`config.mk`:
```
export PLATFORM = sky130hd
export DESIGN_NAME = ebu_mux
export DESIGN_NICKNAME = d
export VERILOG_FILES = /design/src/core/ebu_pkg.sv /design/src/core/ebu_mux.sv
export SDC_FILE = /design/constraint.sdc
export NUM_CORES = 1
export LEC_CHECK = 0
export BUFFER_PORTS_ARGS = -buffer_cell sky130_fd_sc_hd__buf_2
export CAP_MARGIN = 20
export CORE_AREA = 2 2 45 68
export DETAILED_ROUTE_END_ITERATION = 10
export DIE_AREA = 0 0 47 70
export GPL_ROUTABILITY_DRIVEN = 1
export HOLD_SLACK_MARGIN = 0.03
export PLACE_DENSITY_LB_ADDON = 0.3
export SETUP_SLACK_MARGIN = 0.02
export SYNTH_ARGS = -nofsm -noshare
export SYNTH_HDL_FRONTEND = slang
export SYNTH_SLANG_ARGS = --single-unit
```
`constraint.sdc`:
```
create_clock -name clk_i -period 3.15 [get_ports clk_i]
set_input_delay 0 -clock clk_i [delete_from_list [all_inputs] [get_ports clk_i]]
set_output_delay 0 -clock clk_i [all_outputs]
set_load 0.01 [all_outputs]
```
`src/core/ebu_pkg.sv`:
```
package ebu_pkg;
	localparam logic [11:0] EBU_OFS_CSA         = 12'h000;
	localparam logic [11:0] EBU_OFS_CFG         = 12'h004;
	localparam int          EBU_BIT_SEL0        = 0;
	localparam int          EBU_BIT_SEL1        = 1;
	localparam int          EBU_BIT_SEL3        = 3;
	localparam int          EBU_BIT_SEL4        = 4;
	localparam int          EBU_BIT_PULLUP      = 0;
	localparam logic [31:0] EBU_CSA_RESET       = 32'h0000_0000;
	localparam logic [31:0] EBU_CFG_RESET       = 32'h0000_0000;
	localparam logic [31:0] EBU_CSA_MASK        = 32'h0000_001b;
	localparam logic [31:0] EBU_CFG_MASK        = 32'h0000_0001;
	localparam logic [31:0] EBU_CS3_BASE        = 32'h4000_0000;
	localparam logic [31:0] EBU_CS3_LAST        = 32'h4fff_ffff;
	localparam int          EBU_ALE_BIT         = 22;
	localparam int          EBU_CLE_BIT         = 21;

	typedef struct packed {
		logic select4_card_enable;
		logic select3_nand_enable;
		logic select1_owner;
		logic select0_owner;
	} ebu_assign_s;

	// active-low strobes from the static controller
	typedef struct packed {
		logic rd_n;
		logic wr_n;
	} ebu_strobe_s;
endpackage

```
`src/core/ebu_mux.sv`:
```
// The implementer's own choice: the APB slave port.
`timescale 1ns/1ps
// Notes on behaviour
// - select3 nand enable turns on nand logic for 0x4000_0000..0x4fff_ffff window.
// - with cs3 active and nand on, static strobes copy to nand strobes.
// - nand strobes drop at once when address leaves cs3 window.
// - nand read shares ready-in pin, nand write shares address-advance pin.
// - shared ready/read pad is input for burst flash, output for nand.
// - nand latch enables come from address bits 22 (ale) and 21 (cle).
// - csa bit 0 routes cs0 to static (0) or burst flash (1).
// - csa bit 1 routes cs1 to static (0) or sdram (1).
// - csa bit 3 keeps cs3 static and adds nand logic when set.
// - csa bit 4 enables card logic on cs4; otherwise cs4..6 static.
// - cfg bit 0 set disables pull-ups on data lines 15..0.
// - pull-ups enabled after reset since cfg resets to zero.
module ebu_mux
	import ebu_pkg::*;
(
	input  wire logic        clk_i,
	input  wire logic        reset_i,
	input  wire logic        psel_i,
	input  wire logic        penable_i,
	input  wire logic        pwrite_i,
	input  wire logic [11:0] paddr_i,
	input  wire logic [31:0] pwdata_i,
	output logic      [31:0] prdata_o,
	output logic             pready_o,
	output logic             pslverr_o,
	input  wire logic [31:0] xfer_addr_i,
	input  wire logic        cs3_active_i,
	input  wire ebu_strobe_s smc_strobe_i,
	input  wire logic        bfc_addr_advance_i,
	output logic             bfc_ready_o,
	input  wire logic        shared_rdy_pad_i,
	output logic             shared_rdy_pad_o,
	output logic             shared_rdy_pad_oe_o,
	output logic             shared_adv_pad_o,
	output logic             nand_ale_o,
	output logic             nand_cle_o,
	output logic             cs0_to_bfc_o,
	output logic             cs1_to_sdram_o,
	output logic             cs3_nand_on_o,
	output logic             cs4_card_on_o,
	output logic             low_data_pullup_off_o
);
	logic        [31:0] csa_r;
	logic        [31:0] csa_nxt;
	logic        [31:0] cfg_r;
	logic        [31:0] cfg_nxt;
	logic        [31:0] prdata_r;
	logic        [31:0] prdata_nxt;
	logic               access;
	logic               hit;
	ebu_assign_s        asg;
	ebu_strobe_s        nand_strobe;
	logic               in_window;

	assign access = psel_i && penable_i;
	assign hit    = (paddr_i == EBU_OFS_CSA) || (paddr_i == EBU_OFS_CFG);

	// zero-wait slave; unmapped offsets read zero and flag an error
	always_comb
	begin
		csa_nxt     = csa_r;
		cfg_nxt     = cfg_r;
		prdata_nxt  = prdata_r;
		if (access)
		begin
			if (pwrite_i)
			begin
				if (paddr_i == EBU_OFS_CSA)
					csa_nxt = pwdata_i & EBU_CSA_MASK;
				if (paddr_i == EBU_OFS_CFG)
					cfg_nxt = pwdata_i & EBU_CFG_MASK;
			end
		end
		else if (psel_i && !pwrite_i)
		begin
			unique case (paddr_i)
				EBU_OFS_CSA: prdata_nxt = csa_r;
				EBU_OFS_CFG: prdata_nxt = cfg_r;
				default:     prdata_nxt = 32'h0000_0000;
			endcase
		end
	end

	always_ff @(posedge clk_i)
	begin
		if (reset_i)
		begin
			csa_r     <= EBU_CSA_RESET;
			cfg_r     <= EBU_CFG_RESET;
			prdata_r  <= 32'h0000_0000;
		end
		else
		begin
			csa_r     <= csa_nxt;
			cfg_r     <= cfg_nxt;
			prdata_r  <= prdata_nxt;
		end
	end

	// read data is latched in setup so it is registered during access
	assign prdata_o  = prdata_r;
	assign pready_o  = 1'b1;
	assign pslverr_o = access && !hit;

	assign asg.select0_owner       = csa_r[EBU_BIT_SEL0];
	assign asg.select1_owner       = csa_r[EBU_BIT_SEL1];
	assign asg.select3_nand_enable = csa_r[EBU_BIT_SEL3];
	assign asg.select4_card_enable = csa_r[EBU_BIT_SEL4];

	assign cs0_to_bfc_o          = asg.select0_owner;
	assign cs1_to_sdram_o        = asg.select1_owner;
	assign cs3_nand_on_o         = asg.select3_nand_enable;
	assign cs4_card_on_o         = asg.select4_card_enable;
	assign low_data_pullup_off_o = cfg_r[EBU_BIT_PULLUP];

	// combinational so strobes drop the same cycle the address leaves
	assign in_window = (xfer_addr_i >= EBU_CS3_BASE) && (xfer_addr_i <= EBU_CS3_LAST);
	always_comb
	begin
		nand_strobe = '1;
		if (asg.select3_nand_enable && cs3_active_i && in_window)
			nand_strobe = smc_strobe_i;
	end

	// pad sharing: burst flash gets no ready and no advance pad while nand mode is on
	assign shared_rdy_pad_oe_o = asg.select3_nand_enable;
	assign shared_rdy_pad_o    = asg.select3_nand_enable ? nand_strobe.rd_n : 1'b1;
	assign bfc_ready_o         = asg.select3_nand_enable ? 1'b0 : shared_rdy_pad_i;
	assign shared_adv_pad_o    = asg.select3_nand_enable ? nand_strobe.wr_n
	                                                     : bfc_addr_advance_i;
	assign nand_ale_o = xfer_addr_i[EBU_ALE_BIT];
	assign nand_cle_o = xfer_addr_i[EBU_CLE_BIT];

	a_nand_read_copy: assert property (@(posedge clk_i) disable iff (reset_i)
		(asg.select3_nand_enable && cs3_active_i && in_window)
		|-> shared_rdy_pad_o == smc_strobe_i.rd_n) else $error("nand read strobe not copied");
	a_nand_write_copy: assert property (@(posedge clk_i) disable iff (reset_i)
		(asg.select3_nand_enable && cs3_active_i && in_window)
		|-> shared_adv_pad_o == smc_strobe_i.wr_n) else $error("nand write strobe not copied");
	a_outside_idle: assert property (@(posedge clk_i) disable iff (reset_i)
		(asg.select3_nand_enable && !in_window)
		|-> shared_rdy_pad_o && shared_adv_pad_o) else $error("strobe active outside window");
	a_bfc_adv_pass: assert property (@(posedge clk_i) disable iff (reset_i)
		!asg.select3_nand_enable |-> shared_adv_pad_o == bfc_addr_advance_i)
		else $error("advance not passed");
	a_pad_dir: assert property (@(posedge clk_i) disable iff (reset_i)
		shared_rdy_pad_oe_o == csa_r[EBU_BIT_SEL3]) else $error("pad direction wrong");
	a_csa_write: assert property (@(posedge clk_i) disable iff (reset_i)
		(access && pwrite_i && paddr_i == EBU_OFS_CSA) |=>
		csa_r == ($past(pwdata_i) & EBU_CSA_MASK)) else $error("csa write lost");
	a_cfg_pullup: assert property (@(posedge clk_i) disable iff (reset_i)
		(access && pwrite_i && paddr_i == EBU_OFS_CFG) |=>
		low_data_pullup_off_o == $past(pwdata_i[0])) else $error("pullup bit wrong");
	a_reset_pullup: assert property (@(posedge clk_i)
		reset_i |=> !low_data_pullup_off_o) else $error("pullup off after reset");
	a_sel_routes: assert property (@(posedge clk_i) disable iff (reset_i)
		cs0_to_bfc_o == csa_r[0] && cs1_to_sdram_o == csa_r[1] && cs4_card_on_o == csa_r[4])
		else $error("select routing wrong");
	a_latch_bits: assert property (@(posedge clk_i) disable iff (reset_i)
		nand_ale_o == xfer_addr_i[22] && nand_cle_o == xfer_addr_i[21])
		else $error("latch enables wrong");
	a_read_back: assert property (@(posedge clk_i) disable iff (reset_i)
		(psel_i && !penable_i && !pwrite_i && paddr_i == EBU_OFS_CFG) |=>
		prdata_o == $past(cfg_r)) else $error("readback wrong");

	a_ready_tied: assert property (@(posedge clk_i) disable iff (reset_i)
		access
		|-> pready_o)
		else $error("ready low in access");

	a_err_flag: assert property (@(posedge clk_i) disable iff (reset_i)
		(access && !hit)
		|-> pslverr_o)
		else $error("unmapped access not flagged");

	a_err_quiet: assert property (@(posedge clk_i) disable iff (reset_i)
		(!access || hit)
		|-> !pslverr_o)
		else $error("error flag without cause");

	a_cfg_write: assert property (@(posedge clk_i) disable iff (reset_i)
		(access && pwrite_i && paddr_i == EBU_OFS_CFG)
		|=> cfg_r == ($past(pwdata_i) & EBU_CFG_MASK))
		else $error("cfg write lost");

	a_csa_hold: assert property (@(posedge clk_i) disable iff (reset_i)
		!(access && pwrite_i && paddr_i == EBU_OFS_CSA)
		|=> $stable(csa_r))
		else $error("csa changed without write");

	a_cfg_hold: assert property (@(posedge clk_i) disable iff (reset_i)
		!(access && pwrite_i && paddr_i == EBU_OFS_CFG)
		|=> $stable(cfg_r))
		else $error("cfg changed without write");

	a_bad_write: assert property (@(posedge clk_i) disable iff (reset_i)
		(access && pwrite_i && !hit)
		|=> $stable(csa_r) && $stable(cfg_r))
		else $error("unmapped write landed");

	a_read_csa: assert property (@(posedge clk_i) disable iff (reset_i)
		(psel_i && !penable_i && !pwrite_i && paddr_i == EBU_OFS_CSA)
		|=> prdata_o == $past(csa_r))
		else $error("csa readback wrong");

	a_read_bad: assert property (@(posedge clk_i) disable iff (reset_i)
		(psel_i && !penable_i && !pwrite_i && !hit)
		|=> prdata_o == 32'h0000_0000)
		else $error("unmapped read not zero");

	a_read_hold: assert property (@(posedge clk_i) disable iff (reset_i)
		!(psel_i && !penable_i && !pwrite_i)
		|=> $stable(prdata_o))
		else $error("read data moved outside setup");

	a_csa_unused: assert property (@(posedge clk_i) disable iff (reset_i)
		1'b1
		|-> (csa_r & ~EBU_CSA_MASK) == 32'h0000_0000)
		else $error("csa unused bit set");

	a_cfg_unused: assert property (@(posedge clk_i) disable iff (reset_i)
		1'b1
		|-> (cfg_r & ~EBU_CFG_MASK) == 32'h0000_0000)
		else $error("cfg unused bit set");

	a_reset_routes: assert property (@(posedge clk_i)
		reset_i
		|=> !cs0_to_bfc_o && !cs1_to_sdram_o && !cs3_nand_on_o && !cs4_card_on_o)
		else $error("routes not cleared by reset");

	a_reset_pads: assert property (@(posedge clk_i)
		reset_i
		|=> !shared_rdy_pad_oe_o && shared_rdy_pad_o)
		else $error("pad not in burst mode after reset");

	a_reset_read: assert property (@(posedge clk_i)
		reset_i
		|=> prdata_o == 32'h0000_0000)
		else $error("read data not cleared by reset");

	a_cs0_write: assert property (@(posedge clk_i) disable iff (reset_i)
		(access && pwrite_i && paddr_i == EBU_OFS_CSA)
		|=> cs0_to_bfc_o == $past(pwdata_i[EBU_BIT_SEL0]))
		else $error("cs0 owner not taken");

	a_cs1_write: assert property (@(posedge clk_i) disable iff (reset_i)
		(access && pwrite_i && paddr_i == EBU_OFS_CSA)
		|=> cs1_to_sdram_o == $past(pwdata_i[EBU_BIT_SEL1]))
		else $error("cs1 owner not taken");

	a_cs3_write: assert property (@(posedge clk_i) disable iff (reset_i)
		(access && pwrite_i && paddr_i == EBU_OFS_CSA)
		|=> cs3_nand_on_o == $past(pwdata_i[EBU_BIT_SEL3]))
		else $error("cs3 nand enable not taken");

	a_cs4_write: assert property (@(posedge clk_i) disable iff (reset_i)
		(access && pwrite_i && paddr_i == EBU_OFS_CSA)
		|=> cs4_card_on_o == $past(pwdata_i[EBU_BIT_SEL4]))
		else $error("cs4 card enable not taken");

	a_burst_pad: assert property (@(posedge clk_i) disable iff (reset_i)
		!asg.select3_nand_enable
		|-> shared_rdy_pad_o && !shared_rdy_pad_oe_o)
		else $error("ready pad driven in burst mode");

	a_bfc_ready: assert property (@(posedge clk_i) disable iff (reset_i)
		!asg.select3_nand_enable
		|-> bfc_ready_o == shared_rdy_pad_i)
		else $error("ready not passed to burst ctrl");

	a_bfc_blocked: assert property (@(posedge clk_i) disable iff (reset_i)
		asg.select3_nand_enable
		|-> !bfc_ready_o)
		else $error("ready seen in nand mode");

	a_cs3_idle: assert property (@(posedge clk_i) disable iff (reset_i)
		(asg.select3_nand_enable && !cs3_active_i)
		|-> shared_rdy_pad_o && shared_adv_pad_o)
		else $error("strobe active without cs3");

	a_strobe_source: assert property (@(posedge clk_i) disable iff (reset_i)
		(asg.select3_nand_enable && (!shared_rdy_pad_o || !shared_adv_pad_o))
		|-> cs3_active_i && in_window)
		else $error("strobe active off window");

	a_read_idle: assert property (@(posedge clk_i) disable iff (reset_i)
		(asg.select3_nand_enable && smc_strobe_i.rd_n)
		|-> shared_rdy_pad_o)
		else $error("read strobe without source");

	a_write_idle: assert property (@(posedge clk_i) disable iff (reset_i)
		(asg.select3_nand_enable && smc_strobe_i.wr_n)
		|-> shared_adv_pad_o)
		else $error("write strobe without source");

	a_window_base: assert property (@(posedge clk_i) disable iff (reset_i)
		(asg.select3_nand_enable && cs3_active_i && xfer_addr_i == EBU_CS3_BASE)
		|-> shared_adv_pad_o == smc_strobe_i.wr_n)
		else $error("window base not served");

	a_window_last: assert property (@(posedge clk_i) disable iff (reset_i)
		(asg.select3_nand_enable && cs3_active_i && xfer_addr_i == EBU_CS3_LAST)
		|-> shared_adv_pad_o == smc_strobe_i.wr_n)
		else $error("window top not served");

	c_nand_read: cover property (@(posedge clk_i) disable iff (reset_i)
		asg.select3_nand_enable && cs3_active_i && in_window && !smc_strobe_i.rd_n);
	c_nand_write: cover property (@(posedge clk_i) disable iff (reset_i)
		asg.select3_nand_enable && cs3_active_i && in_window && !smc_strobe_i.wr_n);
	c_card_on: cover property (@(posedge clk_i) disable iff (reset_i) cs4_card_on_o);
	c_bad_addr: cover property (@(posedge clk_i) disable iff (reset_i) pslverr_o);
	c_burst_ready: cover property (@(posedge clk_i) disable iff (reset_i)
		!asg.select3_nand_enable && shared_rdy_pad_i);
endmodule // ebu_mux

```
==> results by group <==
Timing
  – Final setup viols: 0
  – RSZ-0062 raised after global routing: no
  – Slew @ Worst Pin: 0.607 ns
  – Max-Slew Margin vs Limit: 0.594
  – Final Hold Fails: 0
  – Min Clock Period, post-route: 1.25 ns
  – Final Cycle Share: 0.398
  – Setup TNS: 0 ns
  – Max Clock Skew: 0.00474 ns
  – Max Slew Vio Count: 0
  – Max Fclk: 798 MHz

Final layout
  – Finished Core Util: 0.343
  – Share of layout cells above drive strength 1: 0.389
  – Commonest non-fill, non-tap cell in the layout: buf_2
  – Leading cell types in the layout, fill and taps excluded: buf_2, conb_1, nand2b_1, dfxtp_1, mux2i_1
  – Final #Nets: 218
  – P&R area growth vs syn: 24.5%
  – Ant diodes: 0
  – Non-filler cells, final: 170

Worst setup path
  – Worst R2R Setup Slack: 2.23 ns
  – Worst R2R Start: csa_r[0]
  – Setup crit end kind: output port
  – Crit-path leading delay family: simple AND/OR/NAND/NOR gates
  – Buf/Inv on CP: 1
  – R2R depth: 3
  – Worst r2r dst: prdata_o[0]
  – CP required: 3.15 ns
  – Slowest stage delay, CP: 0.43 ns
  – Worst path depth: 3
  – Worst EP arrival: 1.25 ns
  – Kind of start point of the critical path: flip-flop
  – Critical Path Fanout Max: 7
  – Crit path kind: flip-flop to output port
  – CP Cell Sequence: nand4b_1 > or3_1 > buf_2
  – CP max stage cell: dfxtp_1

Logic synthesis
  – Number of enable flip-flop cells after synthesis: 0
  – Unique masters post-synth: 23
  – FFs w/ async S/R, synth: 0
  – Yosys reg bits: 9
  – Synth Flop Type: dfxtp_1
  – Seq/Total Area, Yosys: 0.237
  – Cells after Synth: 88
  – YS warnings: 0
  – Syn_area_per_cell: 8.64 um^2
  – Post-synthesis instance area: 761 um^2

Clock network
  – Clk buf depth: 2
  – Post-cts sizing count: 0
  – # H-tree levels: 1
  – Worst-Skew Late Latency: 0.23 ns
  – CTS Buf Count: 3
  – Root buf cell: clkbuf_8
  – CTS tree: done
  – CTS clk-pin slew, worst paths: 0.05 ns
  – Clock sinks: 9

Pwr
  – P_sw: 81.3 uW
  – Clock power share: 0.437
  – Switching share of power: 0.264
  – Pint: 227 uW
  – Leakage: 0.459 nW
  – Power Dens Cells: 325 nW/um^2
  – Sequential Power Share: 0.374
  – Total Power: 308 uW
  – Combinational share of power: 0.189
  – VDD IR max: 174 uV

Min path
  – Hold_sp: pwdata_i[4]
  – Worst hold path class: input port to flip-flop
  – Cell count of the worst hold path: 3
  – Hold path endpoint: csa_r[4]

Drt
  – Post-DRT Antenna Nets: 0
  – Via density: 3.91
  – # DRC: 0
  – DRT Pass-1 Iters: 4
  – Drt wl/cell: 9.59 um
  – Final WL: 1630 um
  – First DRT Iteration DRCs: 2
  – Vias: 665

Global routing
  – Total GRT Usage: 0.0991
  – GR Overflow Total: 0
  – Largest net degree at the start of global routing: 13
  – Vias in the first global route: 596
  – First-pass GRT wire length: 2420 um
  – Initial antenna violation count: 0

Placement
  – Cells after DPL: 164
  – # port buffers: 43
  – DPL Wire Length: 1410 um
  – Final RePlAce weighted congestion: 0.659

Floorplan
  – Initial Utilization: 0.275
  – Die ar.: 3290 um^2
  – Die Width: 47 um
  – CORE AREA: 2760 um^2
  – Ports: 131
  – Die height: 70 um
  – FP Rows: 24

Status
  – Status: completed

Run
  – Total of max-cap violations: 0
[stage by stage]
step                hold WS [ns]  instance area [um^2]  setup slack (ns)
floorplan                 0.0918                   862              1.92
global placement        0.000119                   882              1.72
detailed placement      0.000119                   882              1.67
CTS                       0.0315                   947              1.87
global route              0.0606                   947              1.81
finish                    0.0309                   947              1.90
[cells in the mapped netlist, types with 2 or more instances]
| library cell | instances | area [um^2] |
|---|---|---|
| nand3_1 | 4 | 20.0 |
| nand4_1 | 2 | 12.5 |
| nand4b_1 | 2 | 17.5 |
| dfxtp_1 | 9 | 180 |
| o2bb2ai_1 | 3 | 26.3 |
| or3_1 | 2 | 12.5 |
| or4_4 | 2 | 22.5 |
| buf_4 | 32 | 240 |
| mux2i_1 | 5 | 50.1 |
| conb_1 | 2 | 7.51 |
| nand2b_1 | 9 | 56.3 |
| nor2_1 | 3 | 11.3 |
| nor4_1 | 3 | 18.8 |
[what timing repair did]
action | 4_1_cts | 5_1_grt
hold buffers | 2 | 0
endpoints found under the hold margin | 2 | 0
setup buffers | 0 | 0
[registers in the layout (all words and copies together) (netlist names)]
name and cells:
cfg_r 1, csa_r 4, prdata_o 4
[power groups by stage]
stage	logic, mW	registers, mW	clock network [mW]
2_1_floorplan	0.0593	0.118	0
3_3_place_gp	0.0541	0.117	0
3_5_place_dp	0.0551	0.117	0
4_1_cts	0.0580	0.115	0.139
5_1_grt	0.0652	0.115	0.142
6_report	0.0582	0.115	0.135
[worst max path at each step]
stage | start | to | slack (ns)
after floorplan | paddr_i[7] | csa_r[0] | 1.92
after global placement | paddr_i[7] | csa_r[1] | 1.72
after detailed placement | paddr_i[7] | csa_r[1] | 1.67
after CTS | csa_r[3] | shared_rdy_pad_o | 1.87
after global routing | csa_r[3] | shared_rdy_pad_o | 1.81
final | csa_r[3] | shared_rdy_pad_o | 1.90
[layout make-up]
cell class                 instances  area (um^2)
fill                             319         1820
multi-input combinational         73          438
timing repair buffer              45          235
sequential                         9          180
tap                               39         48.8
clock buffer                       4         45.0
[worst reg2reg max path, delay by kind of cell (launching register included)]
kind               cells  cell delay, ns
muxes                  1            0.15
and+or+nand+nor        1            0.09
AOI/OAI and AO/OA      1            0.25
DFF                    1            0.35
[layer usage]
metal / vias to the layer above / global-route usage / part of all wire / wire length [um]
li1: 333 / - / - / -
met1: 294 / 0.101 / 0.35 / 576
met2: 36 / 0.169 / 0.56 / 907
met3: 2 / 0.0284 / 0.086 / 140
met4: 0 / 0.0525 / 0.0037 / 6
met5: - / 0 / 0 / 0
[kinds of logic after synthesis]
kind of cell | count (synthesis) | share of synthesized area
and+or+nand+nor | 33 | 0.294
buffers and inverters | 33 | 0.321
DFF | 9 | 0.237
muxes | 6 | 0.0806
AOI/OAI and AO/OA | 5 | 0.0576
other | 2 | 0.00987
Note: power is estimated with default switching activity, not from simulation.
